**config.mk**
```make
export PLATFORM = sky130hd
export DESIGN_NAME = flash_card_host_strobe_port
export DESIGN_NICKNAME = d
export VERILOG_FILES = /design/src/flash_port_pkg.sv /design/src/flash_card_host_strobe_port.sv /design/src/read_fifo.sv
export VERILOG_INCLUDE_DIRS = /design/src
export SDC_FILE = /design/constraint.sdc
export NUM_CORES = 1
export LEC_CHECK = 0
export ABC_CLOCK_PERIOD_IN_PS = 4900
export BUFFER_PORTS_ARGS = -buffer_cell sky130_fd_sc_hd__buf_2
export CAP_MARGIN = 20
export CORE_UTILIZATION = 40
export DETAILED_ROUTE_END_ITERATION = 8
export GPL_TIMING_DRIVEN = 0
export SLEW_MARGIN = 20
export SYNTH_ARGS = -nofsm -noshare
export SYNTH_HDL_FRONTEND = slang
export SYNTH_SLANG_ARGS = --single-unit
```
**constraint.sdc**
```tcl
create_clock -name clk_sys -period 4.9 [get_ports clk_sys]
set_input_delay 0.735 -clock clk_sys [delete_from_list [all_inputs] [get_ports clk_sys]]
set_output_delay 0.735 -clock clk_sys [all_outputs]
set_load 0.01 [all_outputs]
```
**src/flash_port_regs.svh**
```systemverilog
// timing and lane constants for the flash card host strobe port
// Behaviour
// In memory-card mode the card holds its second battery-status line high at all times.
// In I/O-card mode the card holds its audio line high at all times.
// In disk-interface mode the shared status line is the drive-active and secondary-present indication.
// In both card modes both card-detect lines low mean full insertion; in disk-interface mode they mean nothing.
// In disk-interface mode each task-register access moves one byte on the low eight data lines.
// In disk-interface mode each data transfer uses all sixteen data lines.
// In memory-card mode the I/O read and write strobes are ignored, so none is issued.
// In I/O-card mode write data is latched on the rising, trailing edge of the I/O write strobe.
// In I/O-card mode the card drives read data while the I/O read strobe is held low.
// In disk-interface mode the I/O strobes behave as in I/O-card mode.
// In memory-card mode the write strobe writes both memory space and configuration registers.
// In I/O-card mode the write strobe is used only for configuration register writes.
// In disk-interface mode the write strobe is tied inactive high and ignored.
// Disk-interface mode is selected by holding output enable low; in card modes it strobes reads.
// In disk-interface mode address bits two to zero pick one of eight task registers, higher bits low.
// In card modes the address with the attribute select picks I/O, memory, information or configuration.
// The card drives the data lines only while a read strobe valid for the mode is low.
`ifndef FLASH_PORT_REGS_SVH
`define FLASH_PORT_REGS_SVH

`define CLK_PERIOD_NS  4
`define SETUP_NS       30
`define ACTIVE_NS      165
`define RECOVER_NS     30
`define SETUP_CYC      ((`SETUP_NS + `CLK_PERIOD_NS - 1) / `CLK_PERIOD_NS)
`define ACTIVE_CYC     ((`ACTIVE_NS + `CLK_PERIOD_NS - 1) / `CLK_PERIOD_NS)
`define RECOVER_CYC    ((`RECOVER_NS + `CLK_PERIOD_NS - 1) / `CLK_PERIOD_NS)

`define LANES_BYTE     16'h00FF
`define LANES_WORD     16'hFFFF
`define TASK_ADDR_MSB  2
`define FIFO_DEPTH     16

`endif

```
**src/flash_port_pkg.sv**
```systemverilog
// types shared by the flash card host strobe port
package flash_port_pkg;

	typedef enum logic [1:0] {
		mode_mem,
		mode_io,
		mode_ide
	} op_mode_t;

	typedef enum logic [2:0] {
		space_mem,
		space_attr,
		space_io,
		space_task,
		space_data
	} space_t;

	typedef enum logic [2:0] {
		strobe_none,
		strobe_oe,
		strobe_we,
		strobe_io_read_strobe_n,
		strobe_io_write_strobe_n
	} strobe_t;

endpackage : flash_port_pkg

```
**src/flash_card_host_strobe_port.sv**
```systemverilog
// host controller driving the flash card strobes and lanes and decoding its status pins
`timescale 1ns/1ns
`include "flash_port_regs.svh"
module flash_card_host_strobe_port
	import flash_port_pkg::*;
#(
	parameter int WIDTH = 16,
	parameter int DEPTH = `FIFO_DEPTH
) (
	// clock and reset
	input  wire logic        clk_sys,
	input  wire logic        rst,
	// mode select
	input  op_mode_t         mode_sel,
	// command port
	input  wire logic        cmd_valid,
	output logic             cmd_ready,
	input  wire logic        cmd_write,
	input  space_t           cmd_space,
	input  wire logic [10:0] cmd_addr,
	input  wire logic [15:0] cmd_wdata,
	output logic             cmd_error,
	// read data stream
	output logic             rd_valid,
	input  wire logic        rd_ready,
	output logic [15:0]      rd_data,
	// decoded card status
	output logic             card_inserted,
	output logic             battery_status_two,
	output logic             audio_out_n,
	output logic             drive_active_presence_n,
	// card pins
	output logic [10:0]      card_addr,
	output logic             card_enable_one_n,
	output logic             card_enable_two_n,
	output logic             attr_select_n,
	output logic             out_enable_n,
	output logic             write_enable_n,
	output logic             io_read_strobe_n,
	output logic             io_write_strobe_n,
	output logic [15:0]      host_data_lines_o,
	output logic [15:0]      host_data_lines_oe,
	input  wire logic [15:0] host_data_lines_i,
	input  wire logic        status_pin_i,
	input  wire logic        card_detect_one_n,
	input  wire logic        card_detect_two_n
);
	typedef enum logic [1:0] {
		st_idle,
		st_setup,
		st_active,
		st_recover
	} state_t;

	localparam logic [7:0] SETUP_CNT   = 8'(`SETUP_CYC - 1);
	localparam logic [7:0] ACTIVE_CNT  = 8'(`ACTIVE_CYC - 1);
	localparam logic [7:0] RECOVER_CNT = 8'(`RECOVER_CYC - 1);

	// which strobe serves an access, none when the mode forbids it
	function automatic strobe_t strobe_kind(op_mode_t m, space_t s, logic wr);
		strobe_t k;
		k = strobe_none;
		case (m)
			mode_mem: begin
				if (s == space_mem || s == space_attr)
					k = wr ? strobe_we : strobe_oe;
			end
			mode_io: begin
				if (s == space_io)
					k = wr ? strobe_io_write_strobe_n : strobe_io_read_strobe_n;
				else if (s == space_attr)
					k = wr ? strobe_we : strobe_oe;
			end
			mode_ide: begin
				if (s == space_task || s == space_data)
					k = wr ? strobe_io_write_strobe_n : strobe_io_read_strobe_n;
			end
			default: k = strobe_none;
		endcase
		return k;
	endfunction : strobe_kind

	// data lanes carried by an access
	function automatic logic [15:0] lane_mask(space_t s);
		return (s == space_task || s == space_attr) ? `LANES_BYTE : `LANES_WORD;
	endfunction : lane_mask

	state_t      state_ff;
	op_mode_t    mode_ff;
	strobe_t     kind_ff;
	logic [7:0]  cnt_ff;
	logic        write_ff;
	logic [15:0] mask_ff;
	logic        cmd_ready_ff;
	logic        cmd_error_ff;
	logic        push_ff;
	logic [15:0] push_data_ff;
	logic [10:0] addr_ff;
	logic        ce1_n_ff;
	logic        ce2_n_ff;
	logic        reg_n_ff;
	logic        oe_n_ff;
	logic        we_n_ff;
	logic        io_read_strobe_n_n_ff;
	logic        io_write_strobe_n_n_ff;
	logic [15:0] dout_ff;
	logic [15:0] doe_ff;
	logic        inserted_ff;
	logic        bvd_ff;
	logic        audio_out_n_ff;
	logic        drive_active_presence_n_ff;
	logic        fifo_in_ready;
	logic        accept;
	strobe_t     req_kind;

	assign req_kind = strobe_kind(mode_ff, cmd_space, cmd_write);
	assign accept   = cmd_valid && cmd_ready_ff;

	// sequencing: setup, strobe low, recovery
	always_ff @(posedge clk_sys) begin
		if (rst) begin
			state_ff <= st_idle;
			cnt_ff   <= '0;
			kind_ff  <= strobe_none;
			write_ff <= 1'b0;
			mask_ff  <= '0;
		end else begin
			case (state_ff)
				st_idle: begin
					if (accept && req_kind != strobe_none) begin
						state_ff <= st_setup;
						cnt_ff   <= SETUP_CNT;
						kind_ff  <= req_kind;
						write_ff <= cmd_write;
						mask_ff  <= lane_mask(cmd_space);
					end
				end
				st_setup: begin
					cnt_ff <= cnt_ff - 1'b1;
					if (cnt_ff == '0) begin
						state_ff <= st_active;
						cnt_ff   <= ACTIVE_CNT;
					end
				end
				st_active: begin
					cnt_ff <= cnt_ff - 1'b1;
					if (cnt_ff == '0) begin
						state_ff <= st_recover;
						cnt_ff   <= RECOVER_CNT;
					end
				end
				st_recover: begin
					cnt_ff <= cnt_ff - 1'b1;
					if (cnt_ff == '0)
						state_ff <= st_idle;
				end
				default: state_ff <= st_idle;
			endcase
		end
	end

	// mode changes only between accesses
	always_ff @(posedge clk_sys) begin
		if (rst)
			mode_ff <= mode_mem;
		else if (state_ff == st_idle && !accept)
			mode_ff <= mode_sel;
	end

	// command handshake and refusal
	always_ff @(posedge clk_sys) begin
		if (rst) begin
			cmd_ready_ff <= 1'b0;
			cmd_error_ff <= 1'b0;
		end else begin
			cmd_error_ff <= accept && req_kind == strobe_none;
			cmd_ready_ff <= state_ff == st_idle && !accept && fifo_in_ready;
		end
	end

	// address and selects
	always_ff @(posedge clk_sys) begin
		if (rst) begin
			addr_ff  <= '0;
			ce1_n_ff <= 1'b1;
			ce2_n_ff <= 1'b1;
			reg_n_ff <= 1'b1;
		end else if (accept && req_kind != strobe_none) begin
			if (mode_ff == mode_ide)
				addr_ff <= {8'h00, cmd_addr[`TASK_ADDR_MSB:0]};
			else
				addr_ff <= cmd_addr;
			reg_n_ff <= !(cmd_space == space_attr);
			ce1_n_ff <= 1'b0;
			ce2_n_ff <= (mode_ff == mode_ide) || (lane_mask(cmd_space) == `LANES_BYTE);
		end else if (state_ff == st_recover && cnt_ff == '0) begin
			ce1_n_ff <= 1'b1;
			ce2_n_ff <= 1'b1;
			reg_n_ff <= 1'b1;
		end
	end

	// strobes
	always_ff @(posedge clk_sys) begin
		if (rst) begin
			oe_n_ff   <= 1'b1;
			we_n_ff   <= 1'b1;
			io_read_strobe_n_n_ff <= 1'b1;
			io_write_strobe_n_n_ff <= 1'b1;
		end else begin
			if (mode_ff == mode_ide) begin
				oe_n_ff <= 1'b0;
				we_n_ff <= 1'b1;
			end else if (state_ff == st_setup && cnt_ff == '0) begin
				oe_n_ff <= !(kind_ff == strobe_oe);
				we_n_ff <= !(kind_ff == strobe_we);
			end else if ((state_ff == st_active && cnt_ff == '0) || state_ff == st_idle) begin
				oe_n_ff <= 1'b1;
				we_n_ff <= 1'b1;
			end
			if (state_ff == st_setup && cnt_ff == '0) begin
				io_read_strobe_n_n_ff <= !(kind_ff == strobe_io_read_strobe_n);
				io_write_strobe_n_n_ff <= !(kind_ff == strobe_io_write_strobe_n);
			end else if ((state_ff == st_active && cnt_ff == '0) || mode_ff == mode_mem) begin
				io_read_strobe_n_n_ff <= 1'b1;
				io_write_strobe_n_n_ff <= 1'b1;
			end
		end
	end

	// write data held through the trailing edge, released after recovery
	always_ff @(posedge clk_sys) begin
		if (rst) begin
			dout_ff <= '0;
			doe_ff  <= '0;
		end else if (accept && req_kind != strobe_none) begin
			dout_ff <= cmd_wdata & lane_mask(cmd_space);
			doe_ff  <= cmd_write ? lane_mask(cmd_space) : 16'h0000;
		end else if (state_ff == st_recover && cnt_ff == '0) begin
			doe_ff <= '0;
		end
	end

	// read data sampled in the last strobe cycle
	always_ff @(posedge clk_sys) begin
		if (rst) begin
			push_ff      <= 1'b0;
			push_data_ff <= '0;
		end else begin
			push_ff <= state_ff == st_active && cnt_ff == '0 && !write_ff;
			if (state_ff == st_active && cnt_ff == '0)
				push_data_ff <= host_data_lines_i & mask_ff;
		end
	end

	// shared status pin and card detect decode
	always_ff @(posedge clk_sys) begin
		if (rst) begin
			inserted_ff <= 1'b0;
			bvd_ff      <= 1'b1;
			audio_out_n_ff     <= 1'b1;
			drive_active_presence_n_ff     <= 1'b1;
		end else begin
			inserted_ff <= mode_ff != mode_ide && !card_detect_one_n && !card_detect_two_n;
			bvd_ff      <= (mode_ff == mode_mem) ? status_pin_i : 1'b1;
			audio_out_n_ff     <= (mode_ff == mode_io) ? status_pin_i : 1'b1;
			drive_active_presence_n_ff     <= (mode_ff == mode_ide) ? status_pin_i : 1'b1;
		end
	end

	read_fifo #(
		.WIDTH (WIDTH),
		.DEPTH (DEPTH)
	) u_read_fifo (
		.clk_sys   (clk_sys),
		.rst       (rst),
		.in_valid  (push_ff),
		.in_ready  (fifo_in_ready),
		.in_data   (push_data_ff),
		.out_valid (rd_valid),
		.out_ready (rd_ready),
		.out_data  (rd_data)
	);

	assign cmd_ready               = cmd_ready_ff;
	assign cmd_error               = cmd_error_ff;
	assign card_inserted           = inserted_ff;
	assign battery_status_two      = bvd_ff;
	assign audio_out_n             = audio_out_n_ff;
	assign drive_active_presence_n = drive_active_presence_n_ff;
	assign card_addr               = addr_ff;
	assign card_enable_one_n       = ce1_n_ff;
	assign card_enable_two_n       = ce2_n_ff;
	assign attr_select_n           = reg_n_ff;
	assign out_enable_n            = oe_n_ff;
	assign write_enable_n          = we_n_ff;
	assign io_read_strobe_n        = io_read_strobe_n_n_ff;
	assign io_write_strobe_n       = io_write_strobe_n_n_ff;
	assign host_data_lines_o       = dout_ff;
	assign host_data_lines_oe      = doe_ff;
endmodule : flash_card_host_strobe_port

```
**src/read_fifo.sv**
```systemverilog
// read data fifo with registered flags
`timescale 1ns/1ns
module read_fifo #(
	parameter int WIDTH = 16,
	parameter int DEPTH = 16
) (
	// clock and reset
	input  wire logic             clk_sys,
	input  wire logic             rst,
	// fill side
	input  wire logic             in_valid,
	output logic                  in_ready,
	input  wire logic [WIDTH-1:0] in_data,
	// drain side
	output logic                  out_valid,
	input  wire logic             out_ready,
	output logic      [WIDTH-1:0] out_data
);
	localparam int AW = $clog2(DEPTH);

	logic [WIDTH-1:0] mem_ff [DEPTH];
	logic [AW-1:0]    wr_ptr_ff;
	logic [AW-1:0]    rd_ptr_ff;
	logic [AW:0]      level_ff;
	logic [AW:0]      nxt_level;
	logic             in_ready_ff;
	logic             out_valid_ff;
	logic             push;
	logic             pop;

	assign push      = in_valid && in_ready_ff;
	assign pop       = out_ready && out_valid_ff;
	assign in_ready  = in_ready_ff;
	assign out_valid = out_valid_ff;
	assign out_data  = mem_ff[rd_ptr_ff];

	always_comb begin
		nxt_level = level_ff;
		if (push && !pop)
			nxt_level = level_ff + 1'b1;
		else if (pop && !push)
			nxt_level = level_ff - 1'b1;
	end

	always_ff @(posedge clk_sys) begin
		if (push)
			mem_ff[wr_ptr_ff] <= in_data;
	end

	always_ff @(posedge clk_sys) begin
		if (rst) begin
			wr_ptr_ff    <= '0;
			rd_ptr_ff    <= '0;
			level_ff     <= '0;
			in_ready_ff  <= 1'b0;
			out_valid_ff <= 1'b0;
		end else begin
			if (push)
				wr_ptr_ff <= (wr_ptr_ff == AW'(DEPTH - 1)) ? '0 : wr_ptr_ff + 1'b1;
			if (pop)
				rd_ptr_ff <= (rd_ptr_ff == AW'(DEPTH - 1)) ? '0 : rd_ptr_ff + 1'b1;
			level_ff     <= nxt_level;
			in_ready_ff  <= nxt_level != (AW+1)'(DEPTH);
			out_valid_ff <= nxt_level != '0;
		end
	end

endmodule : read_fifo

```
# Yosys cells after proc, flatten, opt, wreduce, memory -nomap -nowiden
# Memories as Yosys holds them, arrays and structs flattened. A register that Yosys moved wholly into a read port is not among the register bits.
# Index checks and enable logic that the tools add are counted.
totals:
  romBits: 0
  elab_cells: 151
  ramBits: 256
  ff_bits: 120
  latch_bits: 0
  n_memories: 1
  in_bits: 56
op_classes:
  shift: 0
  magnitude_cmp: 0
  div: 0
  reduce_logical: 49
  bitwise_logic: 5
  n_eq_ne: 22
  multipliers: 0
  muxes: 40
  add_sub_neg: 5
memory_table:
  columns: ["name", "words", "width", "read_ports", "rd_ports_with_merged_regs", "wr", "line_no", "rtl"]
  rows:
  - ["u_read_fifo.mem_ff", 16, 16, 1, 1, 1, "read_fifo.sv:21", "logic [WIDTH-1:0] mem_ff [DEPTH];"]
ops:
  columns: ["op", "count"]
  rows:
  - ["$mux 16", 4]
  - ["$and 16x16->16", 2]
  - ["$pmux 8 s4", 1]
  - ["$mux 8", 3]
  - ["$eq 16x8->1 const B", 1]
  - ["$mux 4", 4]
  - ["$logic_and 1x1->1", 15]
  - ["$mux 2", 7]
  - ["$mux 1", 13]
  - ["$eq 3x2->1 const B", 4]
  - ["$logic_not 1->1", 11]
  - ["$mux 11", 1]
  - ["$mux 5", 2]
  - ["$mux 3", 3]
  - ["$pmux 3 s3", 1]
  - ["$add 4x1->4 const B", 2]
  - ["$eq 4x4->1 const B", 2]
  - ["$logic_not 8->1", 1]
  - ["$pmux 2 s4", 1]
  - ["$reduce_or 2->1", 4]
  - ["$sub 8x1->8 const B", 1]
  - ["$eq 2x2->1 const B", 3]
  - ["$eq 3x1->1 const B", 2]
  - ["$eq 3x3->1 const B", 2]
  - ["15 further kinds", 31]

# Logic depth before layout (Yosys ltp)
logic_depth:
  word_depth: 8
  mapped_depth: 8
  ltp_nobuf: 7

# Hierarchy
# A second synthesis with hierarchy kept.
unflattened:
  hier_cells: 870
  hier_area_um2: 13870.8
modules_own_cells:
  columns: ["mod", "area_each_um2", "seq_area_each_um2", "n_inst", "cells_per_inst"]
  rows:
  - ["read_fifo", 10596.4, 8067.7, 1, 469]
  - ["flash_card_host_strobe_port", 3274.4, 1541.5, 1, 401]

# Least setup slack after synthesis
# Ideal clock, no wire load.
synth_path:
  path_kind: "register to output"
  startpoint: "register (tool-made name)"
  endpoint: "output rd_data[0]"
  setup_slack_ns: 2.341
  arrival_time_ns: 1.824
  stages_incl_launch_ff: 5
  path_cell_list: "dfxtp_1 buf_2 buf_2 mux4_2 mux4_2"
synth_rtl:
  columns: ["item", "line_no", "rtl"]
  rows:
  - ["end: declaration", "flash_card_host_strobe_port.sv:26", "output logic [15:0] rd_data,"]

==> impl_results.md <==
- Clock Pin Slew Worst Setup and Hold Paths: 60 ps
- Worst Setup Start Kind: flip-flop
- Hold_sp: card_detect_two_n
- Placed cell areas: 15000 µm²
- Most used DFF post-synth: edfxtp_1
- Top cells by count, synth: edfxtp_1, dfxtp_1, mux4_2
- Cts hold-fix bufs: 0
- Antenna diode count: 0
- Syn Inst Count: 829
- Final setup fails: 0
- GRT overflow: 0
- Die area: 35200 µm²
- Num CTS Buffers: 38
- Setup bufs post-CTS: 0
- Share of flip-flops with an asynchronous set or reset: 0%
- Fin crit share: 79.9%
- Post-synth EDFFs: 256
- Fmax: 255 MHz
- FF+latch area: 9610 µm²
- Switch share: 24.6%
- Hold Path Class: in -> reg
- Max stage delay cell, worst path: clkbuf_1
- H-tree depth: 2
- Crit path cell chain: clkbuf_1 > clkbuf_1 > mux4_2 > mux4_2 > buf_2
- Least-Margin Pin Slew: 1170 ps
- Clk root buf: clkbuf_16
- P_sw: 1.69 mW
- #FFs+latches synth: 352
- Global-route wire length before repair: 48.5 mm
- Hold Path Depth: 2
- Cell variety after synth: 67
- R2r endpoint: push_data_ff[9]
- Clk_lat worst skew: 530 ps
- Crit-path leading delay family: buffers and inverters
- Req. time, crit path: 4160 ps
- Combinational power share: 12.0%
- Fraction of layout cells with a size suffix above 1: 30.3%
- Final Hold Viols: 0
- Peak supply drop: 252 µV
- Die width: 188 µm
- Status: finished, final reports clean
- 1st-pass router iterations: 5
- Dpl hpwl: 19.8 mm
- WP data arrival: 3180 ps
- P_leak: 5.47 nW
- Clk sink count: 352
- Io pins: 129
- Via density: 5.29
- Syn Nets: 897
- Most frequent cell after synthesis: edfxtp_1
- Total Wirelength: 31.6 mm
- DRC viols: 0
- Overall via count from detail_route: 7801
- Max clock buf depth: 3
- Cell Area, Synth: 13800 µm²
- Fill count: 2907
- R2r setup slk: 2470 ps
- Int Pwr: 5.18 mW
- Maxcap violations: 0
- Worst Hold End: card_inserted
- Slew Limit Fails: 0
- Seq/Total Area, Yosys: 69.6%
- # rows: 67
- Slew HR: 22.3%
- Number of global-route vias before repair: 8018
- Design area: 16200 µm²
- R2R Path Start: cnt_ff[0]
- Setup crit end kind: primary output
- Largest net degree at the start of global routing: 18
- Area growth from synthesis to layout: 17.7%
- Syn_area_per_cell: 16.6 µm²
- Core box area: 33700 µm²
- Initial antenna violation count: 3
- CP max stage delay: 740 ps
- Post-CTS resize count: 0
- WP buf/inv: 3
- Flop pwr share: 47.5%
- Dominant cell type by area after synthesis: edfxtp_1
- TritonCTS clock tree: yes
- Die Span Y: 188 µm
- PwrDens: 423 nW/µm²
- Nets: 1066
- YS warnings: 0
- Gpl congestion: 0.786
- Clk pwr share: 40.4%
- Synth area leaders: edfxtp_1, dfxtp_1, mux4_2, nand2_1, a21oi_1
- Initial Util: 40.9%
- ANT nets after route: 0
- Worst reg2reg path depth: 7
- RSZ-0062 raised after global routing: no
- Skew final: 14.0 ps
- Avg WL per Cell: 21.4 µm
- PortBufs: 128
- Multi-input gate area: 3840 µm²
- Number of DRC markers in iteration 0: 721
- Setup TNS: 0 ps
- Area share of the largest cell type after synthesis: 55.7%
- CP max FO: 10
- Period minus WS final: 3920 ps
- Category of the most critical setup path: reg -> out
- GR Util All Layers: 18.3%
## power by group through the flow
stage          logic [mW]  clock network (mW)  registers, mW
3_5_place_dp        0.835                   0           3.33
5_1_grt             0.908                2.95           3.27
6_report            0.828                2.78           3.27
2_1_floorplan       0.598                   0           3.33
4_1_cts             0.836                2.84           3.27
3_3_place_gp        0.830                   0           3.33
## metrics by stage
step	std cells	setup WS (ps)	hold WS [ps]	total power [mW]	util (%)
after floorplan	829	2340	401	3.92	-
after detailed placement	1406	1470	419	4.16	44.6
after global placement	1405	1500	417	4.16	44.5
final	1475	983	362	6.87	48.2
after global routing	1475	866	377	7.13	48.2
after CTS	1475	904	349	6.94	48.2
## layer usage
metal	global-route usage (%)	routed length (µm)	part of all wire, %
met1	24.3	13600	43
met2	30.7	15300	48
met3	3.52	2000	6.3
met4	4.94	608	1.9
met5	0	16	0.051
## area by class of cell
class / instances / area share (%)
inverters: 13 / 0.301
repair buffers: 129 / 4.04
clock inverters: 23 / 1.39
multi-input cells: 408 / 23.7
clock buffers: 46 / 6.10
flip-flops and latches: 352 / 59.2
plain buffers: 56 / 1.87
well taps: 448 / 3.45
## cells in the final DEF (no fill, tap or decap), types with 25 or more instances in the layout
cell       count
nand2_1       66
nor2_1        27
clkbuf_1      32
edfxtp_1     256
a21oi_1       49
mux4_2        80
buf_2        137
nand3_1       25
clkbuf_16     38
dfxtp_1       96
## state kept, by name, indices dropped and copies added, names as in the netlist, 2 cells and up, named ones only
signal	count
u_read_fifo.wr_ptr_ff	4
u_read_fifo.level_ff	5
kind_ff	3
host_data_lines_oe	2
u_read_fifo.rd_ptr_ff	4
push_data_ff	16
mode_ff	2
host_data_lines_o	16
mask_ff	2
card_addr	11
state_ff	2
cnt_ff	8
u_read_fifo.mem_ff	256
## cell families after synthesis
group	Yosys count	synth area share (%)
flip-flops	352	69.6
AO/OA/AOI/OAI	119	5.97
buffers and inverters	69	2.56
AND/OR/NAND/NOR	189	7.17
multiplexers	82	13.2
XOR/XNOR	6	0.381
adder cells (fa/ha/maj)	12	1.09
## worst max-delay path by stage
stage	slack (ps)	cells past startpoint	from	to
after CTS	900	5	flip-flop	rd_data[13]
after global placement	1500	5	flip-flop	rd_data[13]
final	980	5	flip-flop	rd_data[13]
after global routing	870	5	flip-flop	rd_data[13]
after detailed placement	1470	5	flip-flop	rd_data[13]
after floorplan	2340	4	flip-flop	rd_data[0]
Power figures use the tool's default switching activity.
